==> config.mk <==
export PLATFORM = sky130hd
export DESIGN_NAME = clkmul_top
export DESIGN_NICKNAME = d
export VERILOG_FILES = /design/src/hw/clkmul_pkg.sv /design/src/hw/clkmul_cfg_if.sv /design/src/hw/clkmul_ratio.sv /design/src/hw/clkmul_top.sv
export SDC_FILE = /design/constraint.sdc
export NUM_CORES = 1
export LEC_CHECK = 0
export CAP_MARGIN = 20
export CELL_PAD_IN_SITES_DETAIL_PLACEMENT = 1
export CELL_PAD_IN_SITES_GLOBAL_PLACEMENT = 1
export CORE_ASPECT_RATIO = 1.25
export CORE_MARGIN = 4
export CORE_UTILIZATION = 49
export CTS_CLUSTER_SIZE = 24
export DETAILED_ROUTE_END_ITERATION = 8
export DONT_BUFFER_PORTS = 1
export PLACE_DENSITY_LB_ADDON = 0.12
export RECOVER_POWER = 50
export SKIP_CTS_REPAIR_TIMING = 1
export SYNTH_ARGS = -nofsm -noshare
export SYNTH_HDL_FRONTEND = slang
export SYNTH_SLANG_ARGS = --single-unit
==> constraint.sdc <==
create_clock -name clk_i -period 3.4 [get_ports clk_i]
set_input_delay 1.02 -clock clk_i [delete_from_list [all_inputs] [get_ports clk_i]]
set_output_delay 1.02 -clock clk_i [all_outputs]
set_load 0.02 [all_outputs]
==> src/hw/clkmul_pkg.sv <==
// package: register map, fields, reset values and codes of the clock multiplier block
package clkmul_pkg;
  // register byte offsets on the Avalon-MM bus (word index times four)
  localparam logic [3:0] MULT_CTRL_OFS = 4'h0;
  localparam logic [3:0] XOSC_CTRL_OFS = 4'h4;
  localparam logic [3:0] MULT_STAT_OFS = 4'h8;
  // multiplier control fields
  localparam int EN_POS     = 7;
  localparam int INIT_POS   = 6;
  localparam int RDY_POS    = 5;
  localparam int SCALE_LSB  = 2;
  localparam int SRC_LSB    = 0;
  // external oscillator control fields
  localparam int VALID_POS  = 7;
  localparam int MODE_LSB   = 4;
  localparam int RANGE_LSB  = 0;
  // reset values
  localparam logic [7:0] MULT_CTRL_RST = 8'h00;
  localparam logic [7:0] XOSC_CTRL_RST = 8'h00;
  // source select codes
  localparam logic [1:0] SRC_INT_X2 = 2'h0;
  localparam logic [1:0] SRC_EXT_X2 = 2'h1;
  localparam logic [1:0] SRC_INT_X4 = 2'h2;
  localparam logic [1:0] SRC_EXT_X4 = 2'h3;
  // output scale: codes at or below this scale by one
  localparam logic [2:0] SCALE_UNITY_MAX = 3'h2;
  // external oscillator mode codes
  localparam logic [2:0] XMODE_OFF    = 3'h0;
  localparam logic [2:0] XMODE_CMOS   = 3'h2;
  localparam logic [2:0] XMODE_CMOS2  = 3'h3;
  localparam logic [2:0] XMODE_RC     = 3'h4;
  localparam logic [2:0] XMODE_CAP    = 3'h5;
  localparam logic [2:0] XMODE_XTAL   = 3'h6;
  localparam logic [2:0] XMODE_OSC_DRIVE_PIN  = 3'h7;
  // settle time after initialise before ready
  localparam int SETTLE_NS     = 5000;
  localparam int CLK_PERIOD_NS = 25;
  localparam int SETTLE_CYC    = (SETTLE_NS + CLK_PERIOD_NS - 1) / CLK_PERIOD_NS;
endpackage

==> src/hw/clkmul_cfg_if.sv <==
// interface: multiplier settings passed from the register file to the ratio decoder
`timescale 1ns/1ps
interface clkmul_cfg_if;
  logic [1:0] src;
  logic [2:0] scale;
  logic       use_ext;
  logic [3:0] ratio_num;
  logic [3:0] ratio_den;
  modport regs (output src, output scale, input use_ext, input ratio_num, input ratio_den);
  modport dec  (input src, input scale, output use_ext, output ratio_num, output ratio_den);
endinterface

==> src/hw/clkmul_ratio.sv <==
// module: decodes source and scale fields into the overall clock ratio
`timescale 1ns/1ps
module clkmul_ratio
(
  clkmul_cfg_if.dec cfg
);
  logic [3:0] mult;

  always_comb
  begin
    cfg.use_ext = cfg.src[0];
    mult        = cfg.src[1] ? 4'h4 : 4'h2;
    if (cfg.src == clkmul_pkg::SRC_INT_X2)
    begin
      // doubled internal ignores the scale field
      cfg.ratio_num = 4'h2;
      cfg.ratio_den = 4'h1;
    end
    else if (cfg.scale <= clkmul_pkg::SCALE_UNITY_MAX)
    begin
      cfg.ratio_num = mult;
      cfg.ratio_den = 4'h1;
    end
    else
    begin
      // scale by 2/N
      cfg.ratio_num = 4'(mult << 1);
      cfg.ratio_den = {1'b0, cfg.scale};
    end
  end
endmodule // clkmul_ratio

==> src/hw/clkmul_top.sv <==
// module: clock multiplier source/scale registers and oscillator pin claiming
`timescale 1ns/1ps
module clkmul_top
#(
  parameter int SETTLE_CYC = clkmul_pkg::SETTLE_CYC
)
(
  // clock and reset
  input  wire logic       clk_i,
  input  wire logic       rst_n_i,
  // avalon-mm slave
  input  wire logic [3:0] avs_address_i,
  input  wire logic       avs_read_i,
  input  wire logic       avs_write_i,
  input  wire logic [31:0] avs_writedata_i,
  input  wire logic [3:0] avs_byteenable_i,
  output logic [31:0]     avs_readdata_o,
  output logic            avs_waitrequest_o,
  // multiplier outputs
  output logic            mult_use_ext_o,
  output logic [3:0]      mult_ratio_num_o,
  output logic [3:0]      mult_ratio_den_o,
  output logic            multiplier_ready_flag_o,
  // oscillator pin ownership
  output logic            osc_input_pin_claim_o,
  output logic            osc_drive_pin_claim_o
);
  clkmul_cfg_if cfg ();

  logic [7:0]  mctl_q;
  logic [6:0]  xctl_q;
  logic        init_q;
  logic        rdy_q;
  logic [15:0] settle_q;
  logic        wr_go;
  logic        rd_go;
  logic        wr_mctl;
  logic        prev_en_q;
  logic [2:0]  xmode;

  assign cfg.src   = mctl_q[1:0];
  assign cfg.scale = mctl_q[4:2];
  assign xmode     = xctl_q[6:4];

  clkmul_ratio u_ratio
  (
    .cfg (cfg)
  );

  // reads load data in the wait cycle; writes land at the edge with waitrequest low
  assign wr_go   = avs_write_i && !avs_waitrequest_o;
  assign rd_go   = avs_read_i && avs_waitrequest_o;
  assign wr_mctl = wr_go && avs_address_i == clkmul_pkg::MULT_CTRL_OFS && avs_byteenable_i[0];

  // idles high, drops for the one cycle in which a request is taken
  always_ff @(posedge clk_i)
  begin
    if (!rst_n_i)
      avs_waitrequest_o <= 1'b1;
    else
      avs_waitrequest_o <= !((avs_read_i || avs_write_i) && avs_waitrequest_o);
  end

  always_ff @(posedge clk_i)
  begin
    if (!rst_n_i)
    begin
      mctl_q <= clkmul_pkg::MULT_CTRL_RST;
      xctl_q <= clkmul_pkg::XOSC_CTRL_RST[6:0];
    end
    else if (wr_go && avs_byteenable_i[0])
    begin
      if (avs_address_i == clkmul_pkg::MULT_CTRL_OFS)
        mctl_q <= {avs_writedata_i[7:6], 1'b0, avs_writedata_i[4:0]};
      else if (avs_address_i == clkmul_pkg::XOSC_CTRL_OFS)
        xctl_q <= {avs_writedata_i[6:4], 1'b0, avs_writedata_i[2:0]};
    end
  end

  // initialise is accepted only once enabled; settle counter then gates ready
  always_ff @(posedge clk_i)
  begin
    if (!rst_n_i)
    begin
      init_q    <= 1'b0;
      rdy_q     <= 1'b0;
      settle_q  <= '0;
      prev_en_q <= 1'b0;
    end
    else
    begin
      prev_en_q <= mctl_q[clkmul_pkg::EN_POS];
      if (!mctl_q[clkmul_pkg::EN_POS] || wr_mctl && !avs_writedata_i[clkmul_pkg::INIT_POS])
      begin
        init_q   <= 1'b0;
        rdy_q    <= 1'b0;
        settle_q <= '0;
      end
      else if (wr_mctl && avs_writedata_i[clkmul_pkg::INIT_POS] && prev_en_q && !init_q)
      begin
        init_q   <= 1'b1;
        settle_q <= 16'(SETTLE_CYC);
      end
      else if (init_q && settle_q != 16'h0000)
        settle_q <= settle_q - 16'h0001;
      else if (init_q)
        rdy_q <= 1'b1;
    end
  end

  always_ff @(posedge clk_i)
  begin
    if (!rst_n_i)
      avs_readdata_o <= '0;
    else if (rd_go)
    begin
      case (avs_address_i)
        clkmul_pkg::MULT_CTRL_OFS: avs_readdata_o <= {24'h000000, mctl_q[7], init_q, rdy_q, mctl_q[4:0]};
        clkmul_pkg::XOSC_CTRL_OFS: avs_readdata_o <= {24'h000000, 1'b0, xctl_q};
        clkmul_pkg::MULT_STAT_OFS: avs_readdata_o <= {24'h000000, 2'h0, rdy_q, 5'h00};
        default:                   avs_readdata_o <= '0;
      endcase
    end
  end

  always_ff @(posedge clk_i)
  begin
    if (!rst_n_i)
    begin
      mult_use_ext_o          <= 1'b0;
      mult_ratio_num_o        <= 4'h2;
      mult_ratio_den_o        <= 4'h1;
      multiplier_ready_flag_o <= 1'b0;
    end
    else
    begin
      mult_use_ext_o          <= cfg.use_ext;
      mult_ratio_num_o        <= cfg.ratio_num;
      mult_ratio_den_o        <= cfg.ratio_den;
      multiplier_ready_flag_o <= rdy_q;
    end
  end

  // pin claiming by oscillator mode
  always_ff @(posedge clk_i)
  begin
    if (!rst_n_i)
    begin
      osc_input_pin_claim_o <= 1'b0;
      osc_drive_pin_claim_o <= 1'b0;
    end
    else
    begin
      case (xmode)
        clkmul_pkg::XMODE_XTAL, clkmul_pkg::XMODE_OSC_DRIVE_PIN:
        begin
          osc_input_pin_claim_o <= 1'b1;
          osc_drive_pin_claim_o <= 1'b1;
        end
        clkmul_pkg::XMODE_CMOS, clkmul_pkg::XMODE_CMOS2, clkmul_pkg::XMODE_RC,
        clkmul_pkg::XMODE_CAP:
        begin
          osc_input_pin_claim_o <= 1'b0;
          osc_drive_pin_claim_o <= 1'b1;
        end
        default:
        begin
          osc_input_pin_claim_o <= 1'b0;
          osc_drive_pin_claim_o <= 1'b0;
        end
      endcase
    end
  end

  a_int_x2_fixed: assert property (@(posedge clk_i) disable iff (!rst_n_i)
    $past(mctl_q[1:0]) == clkmul_pkg::SRC_INT_X2 |->
    mult_ratio_num_o == 4'h2 && mult_ratio_den_o == 4'h1 && !mult_use_ext_o)
    else $error("int x2 not fixed");
  a_ext_select: assert property (@(posedge clk_i) disable iff (!rst_n_i)
    $past(rst_n_i) |-> mult_use_ext_o == $past(mctl_q[0]))
    else $error("source select wrong");
  a_x4_unscaled: assert property (@(posedge clk_i) disable iff (!rst_n_i)
    $past(rst_n_i) && $past(mctl_q[1]) &&
    $past(mctl_q[4:2]) <= clkmul_pkg::SCALE_UNITY_MAX |->
    mult_ratio_num_o == 4'h4 && mult_ratio_den_o == 4'h1)
    else $error("x4 ratio wrong");
  a_scale_ratio: assert property (@(posedge clk_i) disable iff (!rst_n_i)
    $past(rst_n_i) && $past(mctl_q[1:0]) != 2'h0 && $past(mctl_q[4:2]) > 3'h2 |->
    mult_ratio_den_o == {1'b0, $past(mctl_q[4:2])})
    else $error("scale ratio wrong");
  a_ready_needs_en: assert property (@(posedge clk_i) disable iff (!rst_n_i)
    rdy_q |-> mctl_q[clkmul_pkg::EN_POS] && init_q)
    else $error("ready without enable");
  a_ready_settled: assert property (@(posedge clk_i) disable iff (!rst_n_i)
    $rose(rdy_q) |-> $past(init_q) && $past(settle_q) == 16'h0000)
    else $error("ready before settling");
  a_ready_output: assert property (@(posedge clk_i) disable iff (!rst_n_i)
    $past(rst_n_i) |-> multiplier_ready_flag_o == $past(rdy_q))
    else $error("ready flag lags");
  a_xtal_pins: assert property (@(posedge clk_i) disable iff (!rst_n_i)
    $past(rst_n_i) && $past(xctl_q[6:5]) == 2'h3 |-> osc_input_pin_claim_o && osc_drive_pin_claim_o)
    else $error("crystal pins not claimed");
  a_one_pin_modes: assert property (@(posedge clk_i) disable iff (!rst_n_i)
    $past(rst_n_i) && ($past(xctl_q[6:4]) inside {[3'h2:3'h5]}) |->
    !osc_input_pin_claim_o && osc_drive_pin_claim_o)
    else $error("single pin mode wrong");
  a_off_no_claim: assert property (@(posedge clk_i) disable iff (!rst_n_i)
    $past(rst_n_i) && $past(xctl_q[6:5]) == 2'h0 |-> !osc_input_pin_claim_o && !osc_drive_pin_claim_o)
    else $error("pins claimed while off");
endmodule // clkmul_top

==> qor.yml <==
status:
  outcome: "completed"
layout:
  nets: 302
  stdcell_area_mm2: 0.00241
  fillers: 583
  drive_gt1_frac: 0.0545
  syn_to_final_growth_pct: 1.79
  diodes: 0
timing:
  layout_setup_ws_ps: 1170
  slew_headroom: 0.568
  fin_crit_ps: 2230
  fin_crit_sh: 0.655
  setup_tns_ps: 0
  hold_viol: 0
  setup_viol: 0
  worst_pin_slew_ps: 643
  hold_slack_ps: 498
  maxSlewViolCount: 0
  rsz0062_at_grt: "no"
  fmax_ghz: 0.449
  fin_skew_ps: 11.9
logic_synthesis:
  synth.top_cells.by_count: "50 x dfxtp_1, 26 x buf_4, 22 x mux2i_1"
  synth_edf_count: 0
  synthDominantCellAreaShare: 0.422
  ys_seq_area_frac: 0.422
  avgSynthCellArea_um2: 9.26
  synth.most_common_cell: "dfxtp_1"
  yosysUniqueCellTypes: 44
  yosys_register_bits: 50
  synthArstFlopShare: 0
  synth_flop_cell: "dfxtp_1"
  postSynthCellCount: 256
  netlist.top_cell.by_area: "dfxtp_1"
  synth_area_mm2: 0.00237
  yosys-top-cells-area: "dfxtp_1 42%, mux2i_1 9.3%, buf_4 8.2%"
  yosysWarnings: 0
drt:
  route.detailed.drc: 0
  vias_per_cell: 5.42
  ant_nets: 0
  wirelength_um: 5060
  drt_pass1_iterations: 4
  num_vias: 1719
  wire_per_inst_um: 16.0
  initialDrtViolationCount: 63
placement:
  io_buffers: 0
  dpl_worst_slack_ps: 904
  place.gp.congestion: 0.775
  placed_area_mm2: 0.00233
  post-dp-hpwl_um: 3800
setup_path:
  cp-end-kind: "flop"
  path_cells: "nor4_1, clkbuf_1, and2_1, nand3_1, a31oi_1"
  worstSetupPathType: "input pin to flop"
  cp_data_arrival_time_ps: 2450
  worstPathMaxFanout: 7
  critPathSlowestCell: "and2_1"
  crit_required_ps: 3620
  worstSetupStartpointType: "input pin"
  max_stage_delay_ps: 420
  critPathTopFamily: "simple AND/OR/NAND/NOR gates"
  cp.buffers_inverters: 1
floorplanning:
  rows: 28
  die_w_um: 70.2
  ioPinCount: 89
  core_mm2: 0.00469
  fp.dieH_um: 85.8
  start_util: 0.505
  dieArea_mm2: 0.00602
clocking:
  clk_latency_ps: 310
  cts_tree: "yes"
  cts_htree_levels: 2
  cts_buffers: 5
  cts_buffer_depth: 2
  path_clk_slew_ps: 80
  root_buffer: "clkbuf_8"
  clkSinkCount: 50
pwr:
  leakagePower_nw: 0.882
  pwr-share-clk: 0.357
  seq_power_share: 0.603
  p_per_area_mw_per_mm2: 405
  combPwrFrac: 0.041
  power_mw: 0.978
  p_switching_mw: 0.239
  internal_power_mw: 0.739
  sw_frac_of_total: 0.244
  ir_drop_mv: 0.225
grt:
  gr-total-overflow: 0
  antenna_found_initial: 0
  grt_max_degree: 29
  grt_first_pass_wirelength_um: 8370
  grt_use_total: 0.176
  grt_pass1_vias: 1689
job:
  timing.max_cap.violations: 0
worst_hold_path:
  worst_hold_path_type: "flop to flop"
[logic make-up after synthesis]
logic type	share of synthesized area
other	0.00158
adders and majority gates	0.0106
buffers and inverters	0.112
and+or+nand+nor	0.247
AOI/OAI and AO/OA	0.114
muxes	0.0929
DFF	0.422
[metal layers]
layer / track usage / routed length [µm]
met1: 0.206 / 2160
met2: 0.313 / 2660
met3: 0.0399 / 184
met4: 0.0627 / 59
met5: 0 / 0
[worst min-delay path, stage by stage (launching register included)]
cell and delay [ps]:
dfxtp_1 340, o31ai_1 60, a21oi_1 60
[flip-flops by register name, indices dropped and copies added, names as in the netlist]
register and cells:
mult_ratio_num_o 3, settle_q 16, rdy_q 1, xctl_q 6
avs_waitrequest_o 1, osc_drive_pin_claim_o 1, prev_en_q 1, multiplier_ready_flag_o 1
mult_ratio_den_o 3, init_q 1, mult_use_ext_o 1, mctl_q 6
osc_input_pin_claim_o 1, avs_readdata_o 8
[cells in the final DEF (no fill, tap or decap), types with 4 or more instances in the layout]
master     n
nand3_1    9
or4_1      6
nor4_1     7
and2_1     4
o21ai_0    6
conb_1    26
or3_1      6
nand2_1    8
nor3_1     9
inv_1     10
nand3b_1   4
clkbuf_8   5
mux2i_1   22
a21oi_1   16
dfxtp_1   50
nor2b_1   19
[final timing paths]
check,startpoint,endpoint,cells past startpoint,slack (ps)
setup reg to reg,settle_q[2],settle_q[8],4,1270
hold reg to reg,settle_q[10],settle_q[10],2,500
setup / recovery,avs_address_i[1],settle_q[7],5,1170
hold / removal,settle_q[10],settle_q[10],2,500
[layout make-up]
class                   instances  area, µm²  area share
clock inverters                 3       21.3     0.00882
inverters                      10       37.5      0.0156
multi-input cells             187       1200       0.496
flip-flops and latches         50       1000       0.415
clock buffers                   5       68.8      0.0285
repair buffers                  2       11.3     0.00467
well taps                      60       75.1      0.0311
[power by group through the flow]
| stage | Combinational (mW) | Clock (mW) | Sequential, mW |
|---|---|---|---|
| 2_1_floorplan | 0.0649 | 0 | 0.603 |
| 3_3_place_gp | 0.0389 | 0 | 0.603 |
| 3_5_place_dp | 0.0392 | 0 | 0.603 |
| 4_1_cts | 0.0393 | 0.360 | 0.589 |
| 5_1_grt | 0.0428 | 0.386 | 0.590 |
| 6_report | 0.0396 | 0.349 | 0.589 |
[stage by stage]
stage / util / cells
6_report: 0.514 / 317
5_1_grt: 0.514 / 317
4_1_cts: 0.515 / 317
3_5_place_dp: 0.495 / 309
3_3_place_gp: 0.495 / 309
2_1_floorplan: - / 281
Note: power is estimated with default switching activity, not from simulation.
